[config.mk]
export PLATFORM = sky130hd
export DESIGN_NAME = lkr_regs
export DESIGN_NICKNAME = d
export VERILOG_FILES = /design/src/hw/lkr_pkg.sv /design/src/hw/lkr_regs.sv
export SDC_FILE = /design/constraint.sdc
export NUM_CORES = 1
export LEC_CHECK = 0
export ABC_AREA = 1
export BUFFER_PORTS_ARGS = -buffer_cell sky130_fd_sc_hd__buf_2
export CAP_MARGIN = 10
export CORE_MARGIN = 5
export CORE_UTILIZATION = 55
export DETAILED_ROUTE_END_ITERATION = 10
export HOLD_SLACK_MARGIN = 0.06
export PLACE_DENSITY = 0.81
export SLEW_MARGIN = 20
export SYNTH_ARGS = -nofsm -noshare
export SYNTH_HDL_FRONTEND = slang
export SYNTH_HIERARCHICAL = 1
export SYNTH_SLANG_ARGS = --single-unit
export TNS_END_PERCENT = 100
[constraint.sdc]
create_clock -name clk -period 2.35 [get_ports clk]
set_input_delay 0.47 -clock clk [delete_from_list [all_inputs] [get_ports clk]]
set_output_delay 0.47 -clock clk [all_outputs]
set_load 0.02 [all_outputs]
[src/hw/lkr_pkg.sv]
// Package for the link error and PHY test register slice.
// Assumes a 32-bit AXI4-Lite master and a PHY macro on the same clock.
package lkr_pkg;

  // ----------------------------------------
  // Register byte offsets
  // ----------------------------------------
  localparam logic [7:0] OFS_PHY_SIGNAL_STATUS = 8'hb0;
  localparam logic [7:0] OFS_PHY_TEST_CTRL_LO  = 8'hb4;
  localparam logic [7:0] OFS_PHY_TEST_CTRL_HI  = 8'hb8;
  localparam logic [7:0] OFS_ERR_STATUS_A      = 8'hbc;
  localparam logic [7:0] OFS_ERR_STATUS_B      = 8'hc0;
  localparam logic [7:0] OFS_ERR_MASK_A        = 8'hc4;
  localparam logic [7:0] OFS_ERR_MASK_B        = 8'hc8;
  localparam logic [7:0] OFS_ERR_CLEAR_A       = 8'hcc;
  localparam logic [7:0] OFS_ERR_CLEAR_B       = 8'hd0;

  // ----------------------------------------
  // Field positions and widths
  // ----------------------------------------
  localparam int          TST_CLK_BIT   = 1;
  localparam int          TST_CLR_BIT   = 0;
  localparam int          TST_EN_BIT    = 16;
  localparam int          TST_DOUT_LSB  = 8;
  localparam int          TST_DIN_LSB   = 0;
  localparam int          ERR_A_W       = 21;
  localparam int          ERR_B_W       = 13;
  localparam int          PHY_STAT_W    = 13;
  localparam logic [1:0]  TST_LO_RESET  = 2'h1;
  localparam logic [1:0]  RESP_OKAY     = 2'h0;
  localparam logic [1:0]  RESP_SLVERR   = 2'h2;

  // ----------------------------------------
  // Carried groups
  // ----------------------------------------
  typedef struct packed {
    logic [2:0] lane_sleep_n;
    logic [2:0] lane_idle_state;
    logic       lane_zero_sleep_n;
    logic       lane_zero_idle_state;
    logic       clk_sleep_n;
    logic       clk_idle_state;
    logic       direction;
    logic       pll_lock;
  } lkr_phy_stat_t;

  typedef struct packed {
    logic       test_clk;
    logic       test_clr;
    logic       test_en;
    logic [7:0] test_din;
  } lkr_phy_test_t;

  // Event pulses, one cycle each; ack_err in report bit order
  typedef struct packed {
    logic [4:0]  lane_zero_err;
    logic [15:0] ack_err;
  } lkr_err_a_t;

  typedef struct packed {
    logic gen_rcv_full;
    logic dcs_rd_empty;
    logic gen_send_empty;
    logic gen_pld_wr_full;
    logic gen_cmd_wr_full;
    logic pix_pld_full;
    logic no_eot;
    logic pkt_size;
    logic crc;
    logic ecc_multi;
    logic ecc_single;
    logic slow_receive_timeout;
    logic fast_transmit_timeout;
  } lkr_err_b_t;

  typedef enum logic [1:0] {
    WR_IDLE = 2'b01,
    WR_RESP = 2'b10
  } lkr_wr_state_t;

endpackage

[src/hw/lkr_regs.sv]
// Register slice: PHY status mirror, PHY test port, error status and masks.
// Assumes all PHY and datapath signals are synchronous to clk.
module lkr_regs
  import lkr_pkg::*;
(
  // Clock and reset
  input  wire logic                clk,
  input  wire logic                nrst,
  // AXI4-Lite write address
  input  wire logic [7:0]          s_awaddr,
  input  wire logic                s_awvalid,
  output logic                     s_awready,
  // AXI4-Lite write data
  input  wire logic [31:0]         s_wdata,
  input  wire logic [3:0]          s_wstrb,
  input  wire logic                s_wvalid,
  output logic                     s_wready,
  // AXI4-Lite write response
  output logic [1:0]               s_bresp,
  output logic                     s_bvalid,
  input  wire logic                s_bready,
  // AXI4-Lite read address
  input  wire logic [7:0]          s_araddr,
  input  wire logic                s_arvalid,
  output logic                     s_arready,
  // AXI4-Lite read data
  output logic [31:0]              s_rdata,
  output logic [1:0]               s_rresp,
  output logic                     s_rvalid,
  input  wire logic                s_rready,
  // PHY status and test port
  input  wire lkr_phy_stat_t       phy_stat,
  input  wire logic [7:0]          phy_test_dout,
  output lkr_phy_test_t            phy_test,
  // Error events
  input  wire lkr_err_a_t          err_a_evt,
  input  wire lkr_err_b_t          err_b_evt,
  // FIFO write attempts from the generic interface
  input  wire logic                gen_pld_wr_req,
  input  wire logic                gen_pld_full,
  input  wire logic                gen_cmd_wr_req,
  input  wire logic                gen_cmd_full,
  output logic                     gen_pld_wr_en,
  output logic                     gen_cmd_wr_en,
  // Interrupt
  output logic                     irq
);

  // ----------------------------------------
  // Write channel
  // ----------------------------------------
  lkr_wr_state_t    wr_state_q;
  logic             aw_got_q;
  logic             w_got_q;
  logic [7:0]       awaddr_q;
  logic [31:0]      wdata_q;
  logic [3:0]       wstrb_q;
  logic [1:0]       bresp_q;
  logic             wr_fire;
  logic             wr_hit;

  assign s_awready = (wr_state_q == WR_IDLE) && !aw_got_q;
  assign s_wready  = (wr_state_q == WR_IDLE) && !w_got_q;
  assign s_bvalid  = (wr_state_q == WR_RESP);
  assign s_bresp   = bresp_q;
  // Both halves held, committed in the same edge the response starts
  assign wr_fire   = (wr_state_q == WR_IDLE) && aw_got_q && w_got_q;

  always_ff @(posedge clk or negedge nrst) begin
    if (!nrst) begin
      aw_got_q <= 1'b0;
      awaddr_q <= 8'h00;
    end else if (s_awvalid && s_awready) begin
      aw_got_q <= 1'b1;
      awaddr_q <= s_awaddr;
    end else if (wr_fire) begin
      aw_got_q <= 1'b0;
    end
  end

  always_ff @(posedge clk or negedge nrst) begin
    if (!nrst) begin
      w_got_q <= 1'b0;
      wdata_q <= 32'h0000_0000;
      wstrb_q <= 4'h0;
    end else if (s_wvalid && s_wready) begin
      w_got_q <= 1'b1;
      wdata_q <= s_wdata;
      wstrb_q <= s_wstrb;
    end else if (wr_fire) begin
      w_got_q <= 1'b0;
    end
  end

  always_comb begin
    unique case ({awaddr_q[7:2], 2'b00})
      OFS_PHY_SIGNAL_STATUS, OFS_PHY_TEST_CTRL_LO, OFS_PHY_TEST_CTRL_HI,
      OFS_ERR_STATUS_A, OFS_ERR_STATUS_B, OFS_ERR_MASK_A, OFS_ERR_MASK_B,
      OFS_ERR_CLEAR_A, OFS_ERR_CLEAR_B: wr_hit = 1'b1;
      default:                          wr_hit = 1'b0;
    endcase
  end

  always_ff @(posedge clk or negedge nrst) begin
    if (!nrst) begin
      wr_state_q <= WR_IDLE;
      bresp_q    <= RESP_OKAY;
    end else begin
      unique case (wr_state_q)
        WR_IDLE: begin
          if (wr_fire) begin
            wr_state_q <= WR_RESP;
            bresp_q    <= wr_hit ? RESP_OKAY : RESP_SLVERR;
          end
        end
        WR_RESP: begin
          if (s_bready) begin
            wr_state_q <= WR_IDLE;
          end
        end
        default: wr_state_q <= WR_IDLE;
      endcase
    end
  end

  // Strobed byte merge for the test control and mask registers
  function automatic logic [31:0] merge(input logic [31:0] old, input logic [31:0] nw,
                                        input logic [3:0] be);
    logic [31:0] r;
    r = old;
    for (int i = 0; i < 4; i++) begin
      if (be[i]) begin
        r[i*8 +: 8] = nw[i*8 +: 8];
      end
    end
    return r;
  endfunction

  function automatic logic wr_to(input logic [7:0] a, input logic [7:0] ofs);
    return {a[7:2], 2'b00} == ofs;
  endfunction

  // ----------------------------------------
  // PHY test control
  // ----------------------------------------
  logic [1:0]  tst_lo_q;
  logic [16:0] tst_hi_q;
  logic [31:0] tst_lo_m;
  logic [31:0] tst_hi_m;

  assign tst_lo_m = merge({30'h0, tst_lo_q}, wdata_q, wstrb_q);
  assign tst_hi_m = merge({15'h0, tst_hi_q}, wdata_q, wstrb_q);

  lkr_sw_reg #(.W(2), .RST(TST_LO_RESET)) u_tst_lo (
    .clk     (clk),
    .nrst    (nrst),
    .load    (wr_fire && wr_to(awaddr_q, OFS_PHY_TEST_CTRL_LO)),
    .val     (tst_lo_m[1:0]),
    .value_q (tst_lo_q)
  );

  lkr_sw_reg #(.W(17), .RST(17'h0_0000)) u_tst_hi (
    .clk     (clk),
    .nrst    (nrst),
    .load    (wr_fire && wr_to(awaddr_q, OFS_PHY_TEST_CTRL_HI)),
    .val     (tst_hi_m[16:0]),
    .value_q (tst_hi_q)
  );

  // Straight from flops: software paces the PHY test clock edges itself
  assign phy_test.test_clk = tst_lo_q[TST_CLK_BIT];
  assign phy_test.test_clr = tst_lo_q[TST_CLR_BIT];
  assign phy_test.test_en  = tst_hi_q[TST_EN_BIT];
  assign phy_test.test_din = tst_hi_q[TST_DIN_LSB +: 8];

  // ----------------------------------------
  // Generic FIFO write gating
  // ----------------------------------------
  assign gen_pld_wr_en = gen_pld_wr_req && !gen_pld_full;
  assign gen_cmd_wr_en = gen_cmd_wr_req && !gen_cmd_full;

  // ----------------------------------------
  // Error status, masks and interrupt
  // ----------------------------------------
  logic [ERR_A_W-1:0] err_a_q;
  logic [ERR_B_W-1:0] err_b_q;
  logic [ERR_A_W-1:0] msk_a_q;
  logic [ERR_B_W-1:0] msk_b_q;
  logic [ERR_A_W-1:0] set_a;
  logic [ERR_B_W-1:0] set_b;
  logic [ERR_A_W-1:0] clr_a;
  logic [ERR_B_W-1:0] clr_b;
  logic [31:0]        msk_a_m;
  logic [31:0]        msk_b_m;

  assign set_a = {err_a_evt.lane_zero_err, err_a_evt.ack_err};
  // Overflow bits come from dropped attempts, not from a separate event
  assign set_b = {err_b_evt.gen_rcv_full, err_b_evt.dcs_rd_empty,
                  err_b_evt.gen_send_empty,
                  gen_pld_wr_req && gen_pld_full, gen_cmd_wr_req && gen_cmd_full,
                  err_b_evt.pix_pld_full, err_b_evt.no_eot,
                  err_b_evt.pkt_size, err_b_evt.crc,
                  err_b_evt.ecc_multi, err_b_evt.ecc_single,
                  err_b_evt.slow_receive_timeout, err_b_evt.fast_transmit_timeout};

  assign clr_a = (wr_fire && wr_to(awaddr_q, OFS_ERR_CLEAR_A)) ? wdata_q[ERR_A_W-1:0] : '0;
  assign clr_b = (wr_fire && wr_to(awaddr_q, OFS_ERR_CLEAR_B)) ? wdata_q[ERR_B_W-1:0] : '0;

  lkr_sticky #(.W(ERR_A_W)) u_err_a (
    .clk    (clk),
    .nrst   (nrst),
    .evt    (set_a),
    .clr    (clr_a),
    .flag_q (err_a_q)
  );

  lkr_sticky #(.W(ERR_B_W)) u_err_b (
    .clk    (clk),
    .nrst   (nrst),
    .evt    (set_b),
    .clr    (clr_b),
    .flag_q (err_b_q)
  );

  assign msk_a_m = merge({11'h0, msk_a_q}, wdata_q, wstrb_q);
  assign msk_b_m = merge({19'h0, msk_b_q}, wdata_q, wstrb_q);

  lkr_sw_reg #(.W(ERR_A_W)) u_msk_a (
    .clk     (clk),
    .nrst    (nrst),
    .load    (wr_fire && wr_to(awaddr_q, OFS_ERR_MASK_A)),
    .val     (msk_a_m[ERR_A_W-1:0]),
    .value_q (msk_a_q)
  );

  lkr_sw_reg #(.W(ERR_B_W)) u_msk_b (
    .clk     (clk),
    .nrst    (nrst),
    .load    (wr_fire && wr_to(awaddr_q, OFS_ERR_MASK_B)),
    .val     (msk_b_m[ERR_B_W-1:0]),
    .value_q (msk_b_q)
  );

  always_ff @(posedge clk or negedge nrst) begin
    if (!nrst) begin
      irq <= 1'b0;
    end else begin
      irq <= |(err_a_q & msk_a_q) || |(err_b_q & msk_b_q);
    end
  end

  // ----------------------------------------
  // Read channel
  // ----------------------------------------
  logic [31:0] rdata_q;
  logic [1:0]  rresp_q;
  logic        rvalid_q;
  logic [31:0] rd_mux;
  logic        rd_hit;
  logic [PHY_STAT_W-1:0] phy_word;

  // Lane pairs 3..1 with the sleep bit above the idle bit, then lane 0 down
  assign phy_word = {phy_stat.lane_sleep_n[2], phy_stat.lane_idle_state[2],
                     phy_stat.lane_sleep_n[1], phy_stat.lane_idle_state[1],
                     phy_stat.lane_sleep_n[0], phy_stat.lane_idle_state[0],
                     1'b0,
                     phy_stat.lane_zero_sleep_n, phy_stat.lane_zero_idle_state,
                     phy_stat.clk_sleep_n, phy_stat.clk_idle_state,
                     phy_stat.direction, phy_stat.pll_lock};

  always_comb begin
    rd_mux = 32'h0000_0000;
    rd_hit = 1'b1;
    unique case ({s_araddr[7:2], 2'b00})
      OFS_PHY_SIGNAL_STATUS: rd_mux = {19'h0, phy_word};
      OFS_PHY_TEST_CTRL_LO:  rd_mux = {30'h0, tst_lo_q};
      OFS_PHY_TEST_CTRL_HI:  rd_mux = {15'h0, tst_hi_q[TST_EN_BIT], phy_test_dout,
                                      tst_hi_q[7:0]};
      OFS_ERR_STATUS_A:      rd_mux = {11'h0, err_a_q};
      OFS_ERR_STATUS_B:      rd_mux = {19'h0, err_b_q};
      OFS_ERR_MASK_A:        rd_mux = {11'h0, msk_a_q};
      OFS_ERR_MASK_B:        rd_mux = {19'h0, msk_b_q};
      OFS_ERR_CLEAR_A, OFS_ERR_CLEAR_B: rd_mux = 32'h0000_0000;
      default:               rd_hit = 1'b0;
    endcase
  end

  assign s_arready = !rvalid_q;
  assign s_rvalid  = rvalid_q;
  assign s_rdata   = rdata_q;
  assign s_rresp   = rresp_q;

  always_ff @(posedge clk or negedge nrst) begin
    if (!nrst) begin
      rvalid_q <= 1'b0;
      rdata_q  <= 32'h0000_0000;
      rresp_q  <= RESP_OKAY;
    end else if (s_arvalid && s_arready) begin
      rvalid_q <= 1'b1;
      rdata_q  <= rd_mux;
      rresp_q  <= rd_hit ? RESP_OKAY : RESP_SLVERR;
    end else if (s_rready) begin
      rvalid_q <= 1'b0;
    end
  end

endmodule

// ----------------------------------------
// Software register with a load strobe
// ----------------------------------------
module lkr_sw_reg
  import lkr_pkg::*;
#(
  parameter int           W   = 8,
  parameter logic [W-1:0] RST = '0
)
(
  // Clock and reset
  input  wire logic         clk,
  input  wire logic         nrst,
  // Load strobe and new value
  input  wire logic         load,
  input  wire logic [W-1:0] val,
  // Held value
  output logic [W-1:0]      value_q
);

  always_ff @(posedge clk or negedge nrst) begin
    if (!nrst) begin
      value_q <= RST;
    end else if (load) begin
      value_q <= val;
    end
  end

endmodule

// ----------------------------------------
// Sticky flags with write-one clear
// ----------------------------------------
module lkr_sticky
  import lkr_pkg::*;
#(
  parameter int W = 8
)
(
  // Clock and reset
  input  wire logic         clk,
  input  wire logic         nrst,
  // Events and software clear
  input  wire logic [W-1:0] evt,
  input  wire logic [W-1:0] clr,
  // Flags
  output logic [W-1:0]      flag_q
);

  // Set wins over a clear in the same cycle, so no event is lost
  always_ff @(posedge clk or negedge nrst) begin
    if (!nrst) begin
      flag_q <= '0;
    end else begin
      flag_q <= (flag_q & ~clr) | evt;
    end
  end

endmodule

=== Word-level counts from Yosys, hierarchy flattened ===
Index checks and enable logic that the tools add are counted.

* Equal/unequal tests: 22
* Multiplexer cells: 15
* Bitwise gates (word level): 8
* Reductions and logical operators: 40

{| class="wikitable"
|+ Operator list
! kind !! number
|-
| one-hot mux 21 bit (7 select lines) || 1
|-
| equality test 6 bit (second input constant) || 18
|-
| AND 21 bit || 2
|-
| AND 13 bit || 2
|-
| 2-to-1 mux 21 bit || 1
|-
| inverter 21 bit || 1
|-
| OR 21 bit || 1
|-
| OR reduction 21 bit || 1
|-
| AND reduction 2 bit || 10
|-
| OR reduction 9 bit || 2
|-
| logical AND 1 bit || 17
|-
| 2-to-1 mux 13 bit || 1
|-
| inverter 13 bit || 1
|-
| OR 13 bit || 1
|-
| OR reduction 13 bit || 1
|-
| 2-to-1 mux 2 bit || 4
|-
| 2-to-1 mux 1 bit || 7
|-
| nonzero test 2 bit || 3
|-
| zero test 1 bit || 5
|-
| one-hot mux 2 bit (2 select lines) || 1
|-
| equality test 2 x 1 -> 1 bit (second input constant) || 1
|-
| equality test 2 bit (second input constant) || 1
|-
| inequality test 2 x 1 -> 1 bit (second input constant) || 1
|-
| inequality test 2 bit (second input constant) || 1
|-
| logical OR 1 bit || 1
|}

* Flip-flop bits (word level): 153
* Input port bits: 117
* Output and inout bits: 55
* Logic and storage cells: 106

=== Logic depth before layout (Yosys ltp) ===
Gate-level depths: netlist of the first run.

* Depth after elaboration: 8
* Mapped depth: 11
* Depth with buffers taken out: 10

=== Cells and area by module ===
The synthesis of the first run kept the hierarchy.

{| class="wikitable"
|+ Modules (own cells, without submodules)
! module !! times used !! cells an instance !! area each (µm²) !! sequential area each (µm²)
|-
| lkr_regs || 1 || 731 || 4,458.0 || 1,477.7
|-
| lkr_sticky (u_err_a) || 1 || 105 || 840.8 || 525.5
|-
| lkr_sw_reg (u_msk_a) || 1 || 89 || 803.3 || 525.5
|-
| lkr_sw_reg (u_tst_hi) || 1 || 72 || 680.7 || 425.4
|-
| lkr_sticky (u_err_b) || 1 || 65 || 520.5 || 325.3
|-
| lkr_sw_reg (u_msk_b) || 1 || 55 || 494.2 || 325.3
|-
| lkr_sw_reg (u_tst_lo) || 1 || 9 || 77.6 || 51.3
|}

=== Worst setup path before layout of the first run ===
Ideal clock, no wire load.

* Path kind: reg2reg
* From: register wr_state_q[0]
* To: register u_msk_b.value_q[11]
* Library setup time: 0.117 ns
* Arrival time: 1.925 ns
* Data required time: 2.233 ns
* Setup slack: 0.309 ns
* Cell stages (with the launch flop): 11
* Buffers on the path: 1
* Clock period less this slack: 2.041 ns
* Cell sequence: dfstp_2 inv_1 nor2_1 inv_2 nor3_4 inv_1 nor4_1 inv_2 buf_6 nand2_1 nand2_1

* Cells in the longest elaborated chain, start to end: 5

{| class="wikitable"
|+ Ends and longest elaborated chain
! what !! line !! RTL
|-
| start: declaration || lkr_regs.sv:52 || <nowiki>lkr_wr_state_t wr_state_q;</nowiki>
|-
| start signal: assignment || lkr_regs.sv:106 || <nowiki>wr_state_q <= WR_IDLE;</nowiki>
|-
| start signal: assignment || lkr_regs.sv:112 || <nowiki>wr_state_q <= WR_RESP;</nowiki>
|-
| start signal: assignment || lkr_regs.sv:118 || <nowiki>wr_state_q <= WR_IDLE;</nowiki>
|-
| equality test 2 x 1 -> 1 bit || lkr_regs.sv:67 || <nowiki>assign wr_fire = (wr_state_q == WR_IDLE) && aw_got_q && w_got_q;</nowiki>
|-
| logical AND 1 bit (2 in series) || lkr_regs.sv:67 ||
|-
| logical AND 1 bit || lkr_regs.sv:239 || <nowiki>.load (wr_fire && wr_to(awaddr_q, OFS_ERR_MASK_B)),</nowiki>
|-
| AND reduction 2 bit (no line) || - ||
|-
| end signal: assignment || lkr_regs.sv:333 || <nowiki>value_q <= val;</nowiki>
|-
| end: declaration || lkr_regs.sv:326 || <nowiki>output logic [W-1:0] value_q</nowiki>
|}

Every way passes these cells.
A chain may end at the register's enable or synchronous reset.

=== Worst setup path after layout of the first run ===
* From: register wr_state_q[0]
* To: output s_awready

* Cells in the longest elaborated chain, start to end: 2

{| class="wikitable"
|+ Ends and longest elaborated chain
! what !! line !! RTL
|-
| equality test 2 x 1 -> 1 bit || lkr_regs.sv:62 || <nowiki>assign s_awready = (wr_state_q == WR_IDLE) && !aw_got_q;</nowiki>
|-
| logical AND 1 bit || lkr_regs.sv:62 ||
|-
| end: declaration || lkr_regs.sv:12 || <nowiki>output logic s_awready,</nowiki>
|}

Every way passes these cells.

==> results of run 1 <==
final cells by class:
type	count	area (sq um)	area share
sequential	138	3460	0.385
multi-input combinational	726	3090	0.345
timing repair buffer	157	875	0.0975
inverter	179	679	0.0757
tap	176	220	0.0245
clock buffer	19	453	0.0505
clock inverter	12	196	0.0219
power by group:
part / switching [mW] / total [mW] / internal, mW
logic: 1.51 / 2.24 / 0.732
registers: 0.453 / 3.33 / 2.88
clock network: 0.993 / 2.92 / 1.93
total: 2.96 / 8.49 / 5.54
cells in the final DEF, fill, tap and decap left out:
cell type        n
nand2_2          6
a21oi_4          1
clkinv_4         1
bufinv_16        5
or2_2            1
nand2_4          1
dfrtp_1        136
clkbuf_8         2
o21ai_0         55
buf_12           3
clkbuf_16       17
dfstp_2          2
buf_4           13
o22ai_1          1
nor4_2           2
buf_2          139
nor2_1         108
nor3_1           2
nand3_2          1
o211ai_1         4
nor2_2           5
nand2_1        419
clkinvlp_4       3
a21oi_1         24
dlygate4sd3_1    1
clkinv_2         3
nor3_4           1
nand3_1         62
nand4_4          1
inv_2            5
inv_1          172
nor2_4           4
o21bai_1         1
buf_6            1
nand4_1         14
conb_1          13
inv_8            1
clkinv_1         1
worst min-delay path: stages:
cell and delay [ns]:
buf_2 0.07, inv_1 0.03, nand2_1 0.05
state kept, by name (all words and copies together), names as in the netlist:
register          cells
wr_state_q            2
wdata_q              21
wstrb_q               3
u_err_a/flag_q       21
aw_got_q              1
u_tst_hi/value_q      9
u_err_b/flag_q       13
s_rvalid              1
u_tst_lo/value_q      2
u_msk_b/value_q      13
w_got_q               1
awaddr_q              6
irq                   1
u_msk_a/value_q      21
s_bresp               1
s_rresp               1
s_rdata              21
metrics by stage:
stage / utilization / hold slack (ns) / power (mW) / area [sq um] / worst slack (ns)
final: 0.675 / 0.226 / 8.49 / 8970 / 0.199
after global routing: 0.675 / 0.225 / 8.98 / 8970 / 0.0613
after CTS: 0.675 / 0.218 / 8.50 / 8970 / 0.185
after detailed placement: 0.625 / 0.443 / 5.56 / 8310 / 0.350
after floorplan: - / 0.174 / 4.81 / 7550 / 0.309
after global placement: 0.625 / 0.443 / 5.45 / 8310 / 0.395
final timing paths:
kind / from / end / slack, ns
worst max-delay path: wr_state_q[0] / s_awready / 0.20
worst min-delay path: err_b_evt[1] / u_err_b/flag_q[1] / 0.23
worst max register to register: wr_state_q[0] / u_msk_a/value_q[16] / 0.39
worst min register to register: s_rdata[3] / s_rdata[3] / 0.47
max in group asynchronous: nrst / u_tst_lo/value_q[0] / 1.15
min in group asynchronous: nrst / s_bresp[1] / 0.55
metal layers:
layer  GRT usage  part of all wire  up-vias
li1            -                 -     3513
met1       0.348              0.42     3281
met2       0.407              0.46      355
met3      0.0685             0.094       58
met4       0.108             0.032        0
met5           0                 0        -
repair_timing:
| item | in CTS | in global routing |
|---|---|---|
| hold buffers | 1 | 0 |
| setup endpoints to repair | 0 | 0 |
| endpoints found under the hold margin | 48 | 0 |
==> impl_metrics.csv, run 1 <==
group,metric,value,unit
floorplan,rows,42,
yosys,ys_warn_count,6,
worst_setup_path,reg2regPathDepth,10,
routing,wire_per_inst,14.6,um
cells_and_area,instances_no_fill,1407,
cts,insertion_delay,0.42,ns
timing,finalHoldViolCount,0,
cts,cts_made_buffers,17,
timing,slew_viol_final,0,
floorplan,die_y,127,um
timing,setup_violations,0,
routing,first_iter_violations,797,
global_routing,grt_start_max_net_pins,52,
timing,setup-tns-final,0,ns
cts,cts_buffer_depth,2,
worst_setup_path,slowest_stage,"dfstp_2",
global_routing,grt_usage,0.261,
place,dpl.hpwl,14900,um
worst_setup_path,crit_fanout,5,
global_routing,overflow,0,
timing,rsz0062_at_grt,"false",
worst_setup_path,path_class,"flip-flop to primary output",
cells_and_area,drive_above_1_share,0.177,
cts,post-cts-setup-buffer-count,0,
power_and_ir_drop,vdd_drop_max,0.505,mV
yosys,netlist_instances,1078,
cells_and_area,finalNetCount,1336,
place,port_buffers,140,
global_routing,grt_pass1_vias,6944,
timing,skew,0.00877,ns
cts,htree_levels,4,
worst_setup_path,path_cells,"inv_1 > nor2_1 > inv_2 > nor2_1 > buf_2",
cts,clkTransAtPathRegs,0.06,ns
worst_setup_path,worstPathArrival,1.68,ns
outcome,status,"finished, final reports clean",
cts,cts_sinks,138,
worst_setup_path,crit_required,1.88,ns
global_routing,antenna_found_initial,0,
routing,first_pass_iters,7,
worst_hold_path,whs_path_depth,3,
floorplan,chipWidth,127,um
routing,drt_wl_total,20500,um
floorplan,ios,172,
floorplan,core_area,13300,sq um
yosys,syn_avg_cell_area,6.96,sq um
place,placed_cells,1375,
routing,vias,7207,
routing,antenna_left,0,
power_and_ir_drop,power_leakage,5.08,nW
cts,root_buffer,"clkbuf_16",
worst_setup_path,crit_family,"flip-flops",
worst_setup_path,path_buf_inv,3,
cells_and_area,antennaDiodeCount,0,
floorplan,start_util,0.565,
cts,cts_resized,0,
cts,cts_tree,"built",
routing,drc,0,
timing,min_period,2.15,ns
run,max_cap_viol_count,0,
worst_setup_path,critical_path.max_stage_delay,0.52,ns
worst_setup_path,crit_cells,5,
routing,vias_per_cell,5.12,
timing,fin_crit_sh,0.915,
worst_setup_path,startpoint_type,"flip-flop",
place,place.gp.congestion,0.945,
worst_hold_path,hp-class,"input port to flip-flop",
global_routing,grt_pass1_wl,33500,um
yosys,syn_area,7510,sq um
timing,slew_headroom,0.348,
cells_and_area,nFillCells,1141,
timing,max_freq,465,MHz
timing,worst_pin_slew,0.974,ns
worst_setup_path,critPathMostFrequentCell,"nor2_1",
floorplan,fp.dieArea,16100,sq um
power_and_ir_drop,p_per_area,946,nW/um^2
cells_and_area,syn_to_final_growth,19.5,%
worst_setup_path,crit_path_end_kind,"primary output",
Power figures use the tool's default switching activity.
==> run 2, diff against run 1 <==
--- a/config.mk
+++ b/config.mk
@@ -5,7 +5,6 @@
 export SDC_FILE = /design/constraint.sdc
 export NUM_CORES = 1
 export LEC_CHECK = 0
-export ABC_AREA = 1
 export BUFFER_PORTS_ARGS = -buffer_cell sky130_fd_sc_hd__buf_2
 export CAP_MARGIN = 10
 export CORE_MARGIN = 5
==> run 2 against run 1 <==
  * Worst setup slack improved by 0.15 ns
  * Area after synthesis is 2.4% lower
  * Clock power is 7% lower
  * Critical endpoint is now u_tst_hi/value_q[16]
==> impl_metrics.csv, run 2 <==
group,metric,value,unit
outcome,status,"finished, final reports clean",
worst_setup_path,path_class,"flip-flop to flip-flop",
cells_and_area,mostFrequentLayoutCells,"139 x buf_2, 136 x dfrtp_1, 82 x inv_1, 74 x o21ai_0, 48 x nand2_1",
timing,rsz0062_at_grt,"false",
global_routing,grt_pass1_vias,5690,
global_routing,grt_start_max_net_pins,56,
power_and_ir_drop,power.internal,5.84,mW
cells_and_area,fin_util,0.668,
worst_hold_path,hp-class,"input port to flip-flop",
cells_and_area,antennaDiodeCount,0,
yosys,syn_avg_cell_area,10.5,sq um
global_routing,grt_usage,0.239,
global_routing,overflow,0,
cells_and_area,drive_above_1_share,0.331,
power_and_ir_drop,p_clk_frac,0.317,
routing,drc,0,
run,max_cap_viol_count,0,
timing,worst_pin_slew,0.558,ns
routing,vias,5730,
timing,slew_headroom,0.628,
cells_and_area,layout_commonest_cell,"buf_2",
worst_setup_path,critPathCapture,"u_tst_hi/value_q[16]",
floorplan,ios,172,
routing,drt_wl_total,18400,um
timing,setup_violations,0,
timing,slew_viol_final,0,
routing,first_iter_violations,417,
timing,max_freq,499,MHz
power_and_ir_drop,combPwrFrac,0.270,
power_and_ir_drop,p_per_area,977,nW/um^2
floorplan,chipWidth,125,um
cells_and_area,finalNetCount,951,
timing,fin_crit_sh,0.853,
cells_and_area,seq_area,3460,sq um
cts,clkTransAtPathRegs,0.06,ns
power_and_ir_drop,power_leakage,3.90,nW
cts,cts_sinks,138,
power_and_ir_drop,pwr-share-seq,0.413,
floorplan,fp.dieArea,15700,sq um
yosys,syn_area,7330,sq um
global_routing,antenna_found_initial,0,
place,dpl.hpwl,13400,um
worst_setup_path,worstPathArrival,2.30,ns
place,placed_area,8160,sq um
cts,htree_levels,4,
cells_and_area,multi_input_area,3280,sq um
routing,antenna_left,0,
cts,cts_buffer_depth,2,
place,pre_cts_slack,0.276,ns
cells_and_area,final_cell_area,8780,sq um
yosys,netlist_instances,697,
worst_setup_path,reg2regPathDepth,6,
power_and_ir_drop,swShare,0.320,
cells_and_area,nFillCells,1036,
power_and_ir_drop,vdd_drop_max,0.834,mV
floorplan,core_area,13100,sq um
worst_setup_path,crit_required,2.65,ns
floorplan,die_y,125,um
worst_setup_path,r2r_slack,0.35,ns
place,place.gp.congestion,0.918,
worst_setup_path,crit_path_end_kind,"flip-flop",
worst_setup_path,startpoint,"wr_state_q[0]",
cts,cts_tree,"built",
floorplan,start_util,0.558,
worst_setup_path,reg2reg_to,"u_tst_hi/value_q[16]",
routing,vias_per_cell,5.60,
timing,skew,0.00632,ns
worst_setup_path,r2r_start,"wr_state_q[0]",
timing,hold_slack,0.226,ns
routing,first_pass_iters,5,
cts,root_buffer,"clkbuf_16",
yosys,ys_warn_count,6,
power_and_ir_drop,switchingPower,2.75,mW
timing,finalHoldViolCount,0,
timing,setup_ws,0.346,ns
routing,wire_per_inst,18.0,um
timing,setup-tns-final,0,ns
place,port_buffers,140,
worst_setup_path,crit_fanout,9,
cts,cts_made_buffers,17,
worst_setup_path,startpoint_type,"flip-flop",
cells_and_area,syn_to_final_growth,19.9,%
global_routing,grt_pass1_wl,29600,um
cts,insertion_delay,0.42,ns
timing,min_period,2.00,ns
floorplan,rows,42,
[run 2: cell types whose count changed in the layout (fill, tap and decap cells not counted), moves of 31 or more]
| cell | previous run | this run |
|---|---|---|
| nor2_1 | 108 | 7 |
| mux2_2 | 0 | 46 |
| mux2_4 | 0 | 33 |
| inv_1 | 172 | 82 |
| and2_1 | 0 | 38 |
| a22oi_1 | 0 | 31 |
| a21o_1 | 0 | 36 |
| nand3_1 | 62 | 13 |
| nand2_1 | 419 | 48 |
[run 2: metrics by stage]
step                total power [mW]  cells
floorplan                       5.12    709
global placement                5.75    990
detailed placement              5.87    990
CTS                             8.62   1023
global route                    9.06   1023
finish                          8.58   1023
[run 2: layout make-up]
class,count,area share
timing repair buffer,159,0.103
clock inverter,11,0.0164
tap,176,0.0251
sequential,138,0.394
inverter,83,0.0355
multi-input combinational,435,0.373
clock buffer,21,0.0536
[run 2: what timing repair did]
| action | CTS | global route |
|---|---|---|
| hold buffers | 1 | 0 |
| endpoints found under the hold margin | 52 | 0 |
| buffers inserted | 0 | 0 |
| gates resized for setup | 0 | 0 |
[run 2: power by group through the flow]
stage,Combinational [mW],Clock (mW),Sequential (mW)
floorplan,1.72,0,3.40
global placement,2.22,0,3.53
detailed placement,2.30,0,3.57
CTS,2.33,2.76,3.53
global route,2.57,2.86,3.63
finish,2.32,2.72,3.54
[run 2: worst min path at each step]
stage | start | to | depth (start not counted)
final | err_b_evt[1] | u_err_b/flag_q[1] | 2
after detailed placement | nrst | u_err_a/flag_q[19] | 1
after global routing | err_a_evt[12] | u_err_a/flag_q[12] | 2
after floorplan | nrst | aw_got_q | 0
after CTS | err_a_evt[15] | u_err_a/flag_q[15] | 2
after global placement | s_rdata[3] | s_rdata[3] | 2
[run 2: metal layers]
layer	up-vias	global-route usage	part of all wire
met5	-	0	0
met4	0	0.0906	0.025
met3	31	0.0640	0.077
met2	232	0.370	0.47
met1	2814	0.326	0.43
li1	2653	-	-
[run 2: worst max-delay path: stages (launching register included)]
cell and delay [ns]:
dfstp_2 0.53, nor2b_1 0.18, and3_1 0.25, nand2_1 0.10, nor3_1 0.19, buf_4 0.27, mux2_2 0.37
==> run 3, diff against run 2 <==
--- a/config.mk
+++ b/config.mk
@@ -11,7 +11,7 @@
 export CORE_UTILIZATION = 55
 export DETAILED_ROUTE_END_ITERATION = 10
 export HOLD_SLACK_MARGIN = 0.06
-export PLACE_DENSITY = 0.81
+export PLACE_DENSITY = 0.83
 export SLEW_MARGIN = 20
 export SYNTH_ARGS = -nofsm -noshare
 export SYNTH_HDL_FRONTEND = slang
==> run 3 against run 2 <==
  * Critical path depth unchanged
  * Largest power group unchanged
  * Critical endpoint is now u_tst_hi/value_q[0]
  * Sequential share of layout area about the same
  * Core utilization about the same
  * Design area about the same
==> impl_metrics.csv, run 3 (synthesis results as in run 2) <==
group,metric,value,unit
global_routing,grt_start_max_net_pins,54,
floorplan,fp.dieArea,15700,sq um
cells_and_area,layout_commonest_cell,"buf_2",
place,port_buffers,140,
place,dpl.hpwl,13300,um
worst_setup_path,path_buf_inv,1,
power_and_ir_drop,power_leakage,3.89,nW
routing,first_pass_iters,6,
cts,cts_resized,0,
power_and_ir_drop,vdd_drop_max,0.758,mV
cts,hold_buffers,1,
routing,vias_per_cell,5.57,
timing,slew_headroom,0.594,
worst_setup_path,path_cells,"nor2b_1 > and3_1 > nand2_1 > nor3_1 > buf_4 > mux2_2",
routing,antenna_left,0,
timing,setup-tns-final,0,ns
timing,worst_pin_slew,0.609,ns
cells_and_area,drive_above_1_share,0.329,
worst_setup_path,startpoint_type,"flip-flop",
timing,fin_crit_sh,0.856,
cts,htree_levels,4,
worst_setup_path,worstPathArrival,2.32,ns
routing,drt_wl_total,18500,um
cts,insertion_delay,0.42,ns
global_routing,grt_pass1_wl,30100,um
timing,skew,0.00621,ns
cells_and_area,syn_to_final_growth,19.9,%
routing,drc,0,
routing,first_iter_violations,456,
worst_setup_path,crit_path_end_kind,"flip-flop",
floorplan,chipWidth,125,um
global_routing,grt_usage,0.241,
worst_setup_path,path_class,"flip-flop to flip-flop",
worst_setup_path,critical_path.max_stage_delay,0.53,ns
worst_setup_path,crit_family,"simple AND/OR/NAND/NOR gates",
cells_and_area,fin_util,0.668,
worst_setup_path,crit_required,2.65,ns
floorplan,ios,172,
power_and_ir_drop,p_per_area,984,nW/um^2
timing,max_freq,497,MHz
cts,cts_sinks,138,
run,max_cap_viol_count,0,
floorplan,start_util,0.558,
cts,root_buffer,"clkbuf_16",
place,place.gp.congestion,0.902,
cells_and_area,mostFrequentLayoutCells,"139 x buf_2, 136 x dfrtp_1, 82 x inv_1, 74 x o21ai_0, 48 x nand2_1",
global_routing,overflow,0,
worst_hold_path,hp-class,"input port to flip-flop",
floorplan,core_area,13100,sq um
timing,min_period,2.01,ns
global_routing,antenna_found_initial,0,
cts,cts_buffer_depth,2,
timing,setup_violations,0,
timing,rsz0062_at_grt,"false",
timing,slew_viol_final,0,
routing,wire_per_inst,18.1,um
global_routing,grt_pass1_vias,5864,
floorplan,die_y,125,um
cts,cts_tree,"built",
routing,vias,5686,
cells_and_area,finalNetCount,949,
worst_setup_path,crit_fanout,9,
worst_setup_path,slowest_stage,"dfstp_2",
cts,cts_made_buffers,17,
outcome,status,"finished, final reports clean",
timing,finalHoldViolCount,0,
floorplan,rows,42,
cells_and_area,antennaDiodeCount,0,
cts,clkTransAtPathRegs,0.06,ns
power_and_ir_drop,finalPower,8.64,mW
cts,post-cts-setup-buffer-count,0,
run 3: cell types whose count changed in the layout (fill, tap and decap cells not counted):
cell,change
buf_4,-3
clkbuf_8,-2
clkinv_2,+2
buf_12,+1
bufinv_16,+1
clkinv_4,-1
run 3: path summary, 6_finish.rpt:
check,from,to,slack (ns),depth (start not counted)
setup / recovery,wr_state_q[0],u_tst_hi/value_q[0],0.34,6
hold / removal,err_a_evt[6],u_err_a/flag_q[6],0.22,2
setup reg to reg,wr_state_q[0],u_tst_hi/value_q[0],0.34,6
hold reg to reg,s_rdata[20],s_rdata[20],0.47,2
max in group asynchronous,nrst,u_tst_lo/value_q[0],1.16,3
min in group asynchronous,nrst,wdata_q[17],0.53,2
run 3: final cells by class:
class / instances / area (sq um)
fillers: 1054 / 4360
multi-input cells: 435 / 3280
repair buffers: 157 / 900
well taps: 176 / 220
flip-flops and latches: 138 / 3460
clock buffers: 19 / 443
inverters: 83 / 312
clock inverters: 13 / 175
run 3: power by group:
group / switching [mW] / internal, mW / leakage, nW
logic: 1.16 / 1.16 / 1.94
registers: 0.597 / 2.93 / 1.66
clock network: 1.00 / 1.79 / 0.295
total: 2.76 / 5.88 / 3.89
run 3: stage by stage:
stage	cells	area, sq um	hold slack, ns	worst slack, ns
global route	1021	8780	0.215	0.190
global placement	988	8150	0.394	0.387
detailed placement	988	8150	0.393	0.345
CTS	1021	8780	0.206	0.338
floorplan	709	7370	0.174	0.354
finish	1021	8780	0.221	0.337
run 3: per-layer routing:
| metal | up-vias | global-route usage | share of wire |
|---|---|---|---|
| met5 | - | 0 | 0 |
| met2 | 262 | 0.383 | 0.47 |
| met1 | 2737 | 0.318 | 0.42 |
| li1 | 2644 | - | - |
| met3 | 43 | 0.0648 | 0.084 |
| met4 | 0 | 0.0944 | 0.030 |
run 3: worst reg2reg max path: stages (launching register included):
cell	delay, ns
dfstp_2	0.53
nor2b_1	0.20
and3_1	0.26
nand2_1	0.10
nor3_1	0.18
buf_4	0.27
mux2_2	0.36
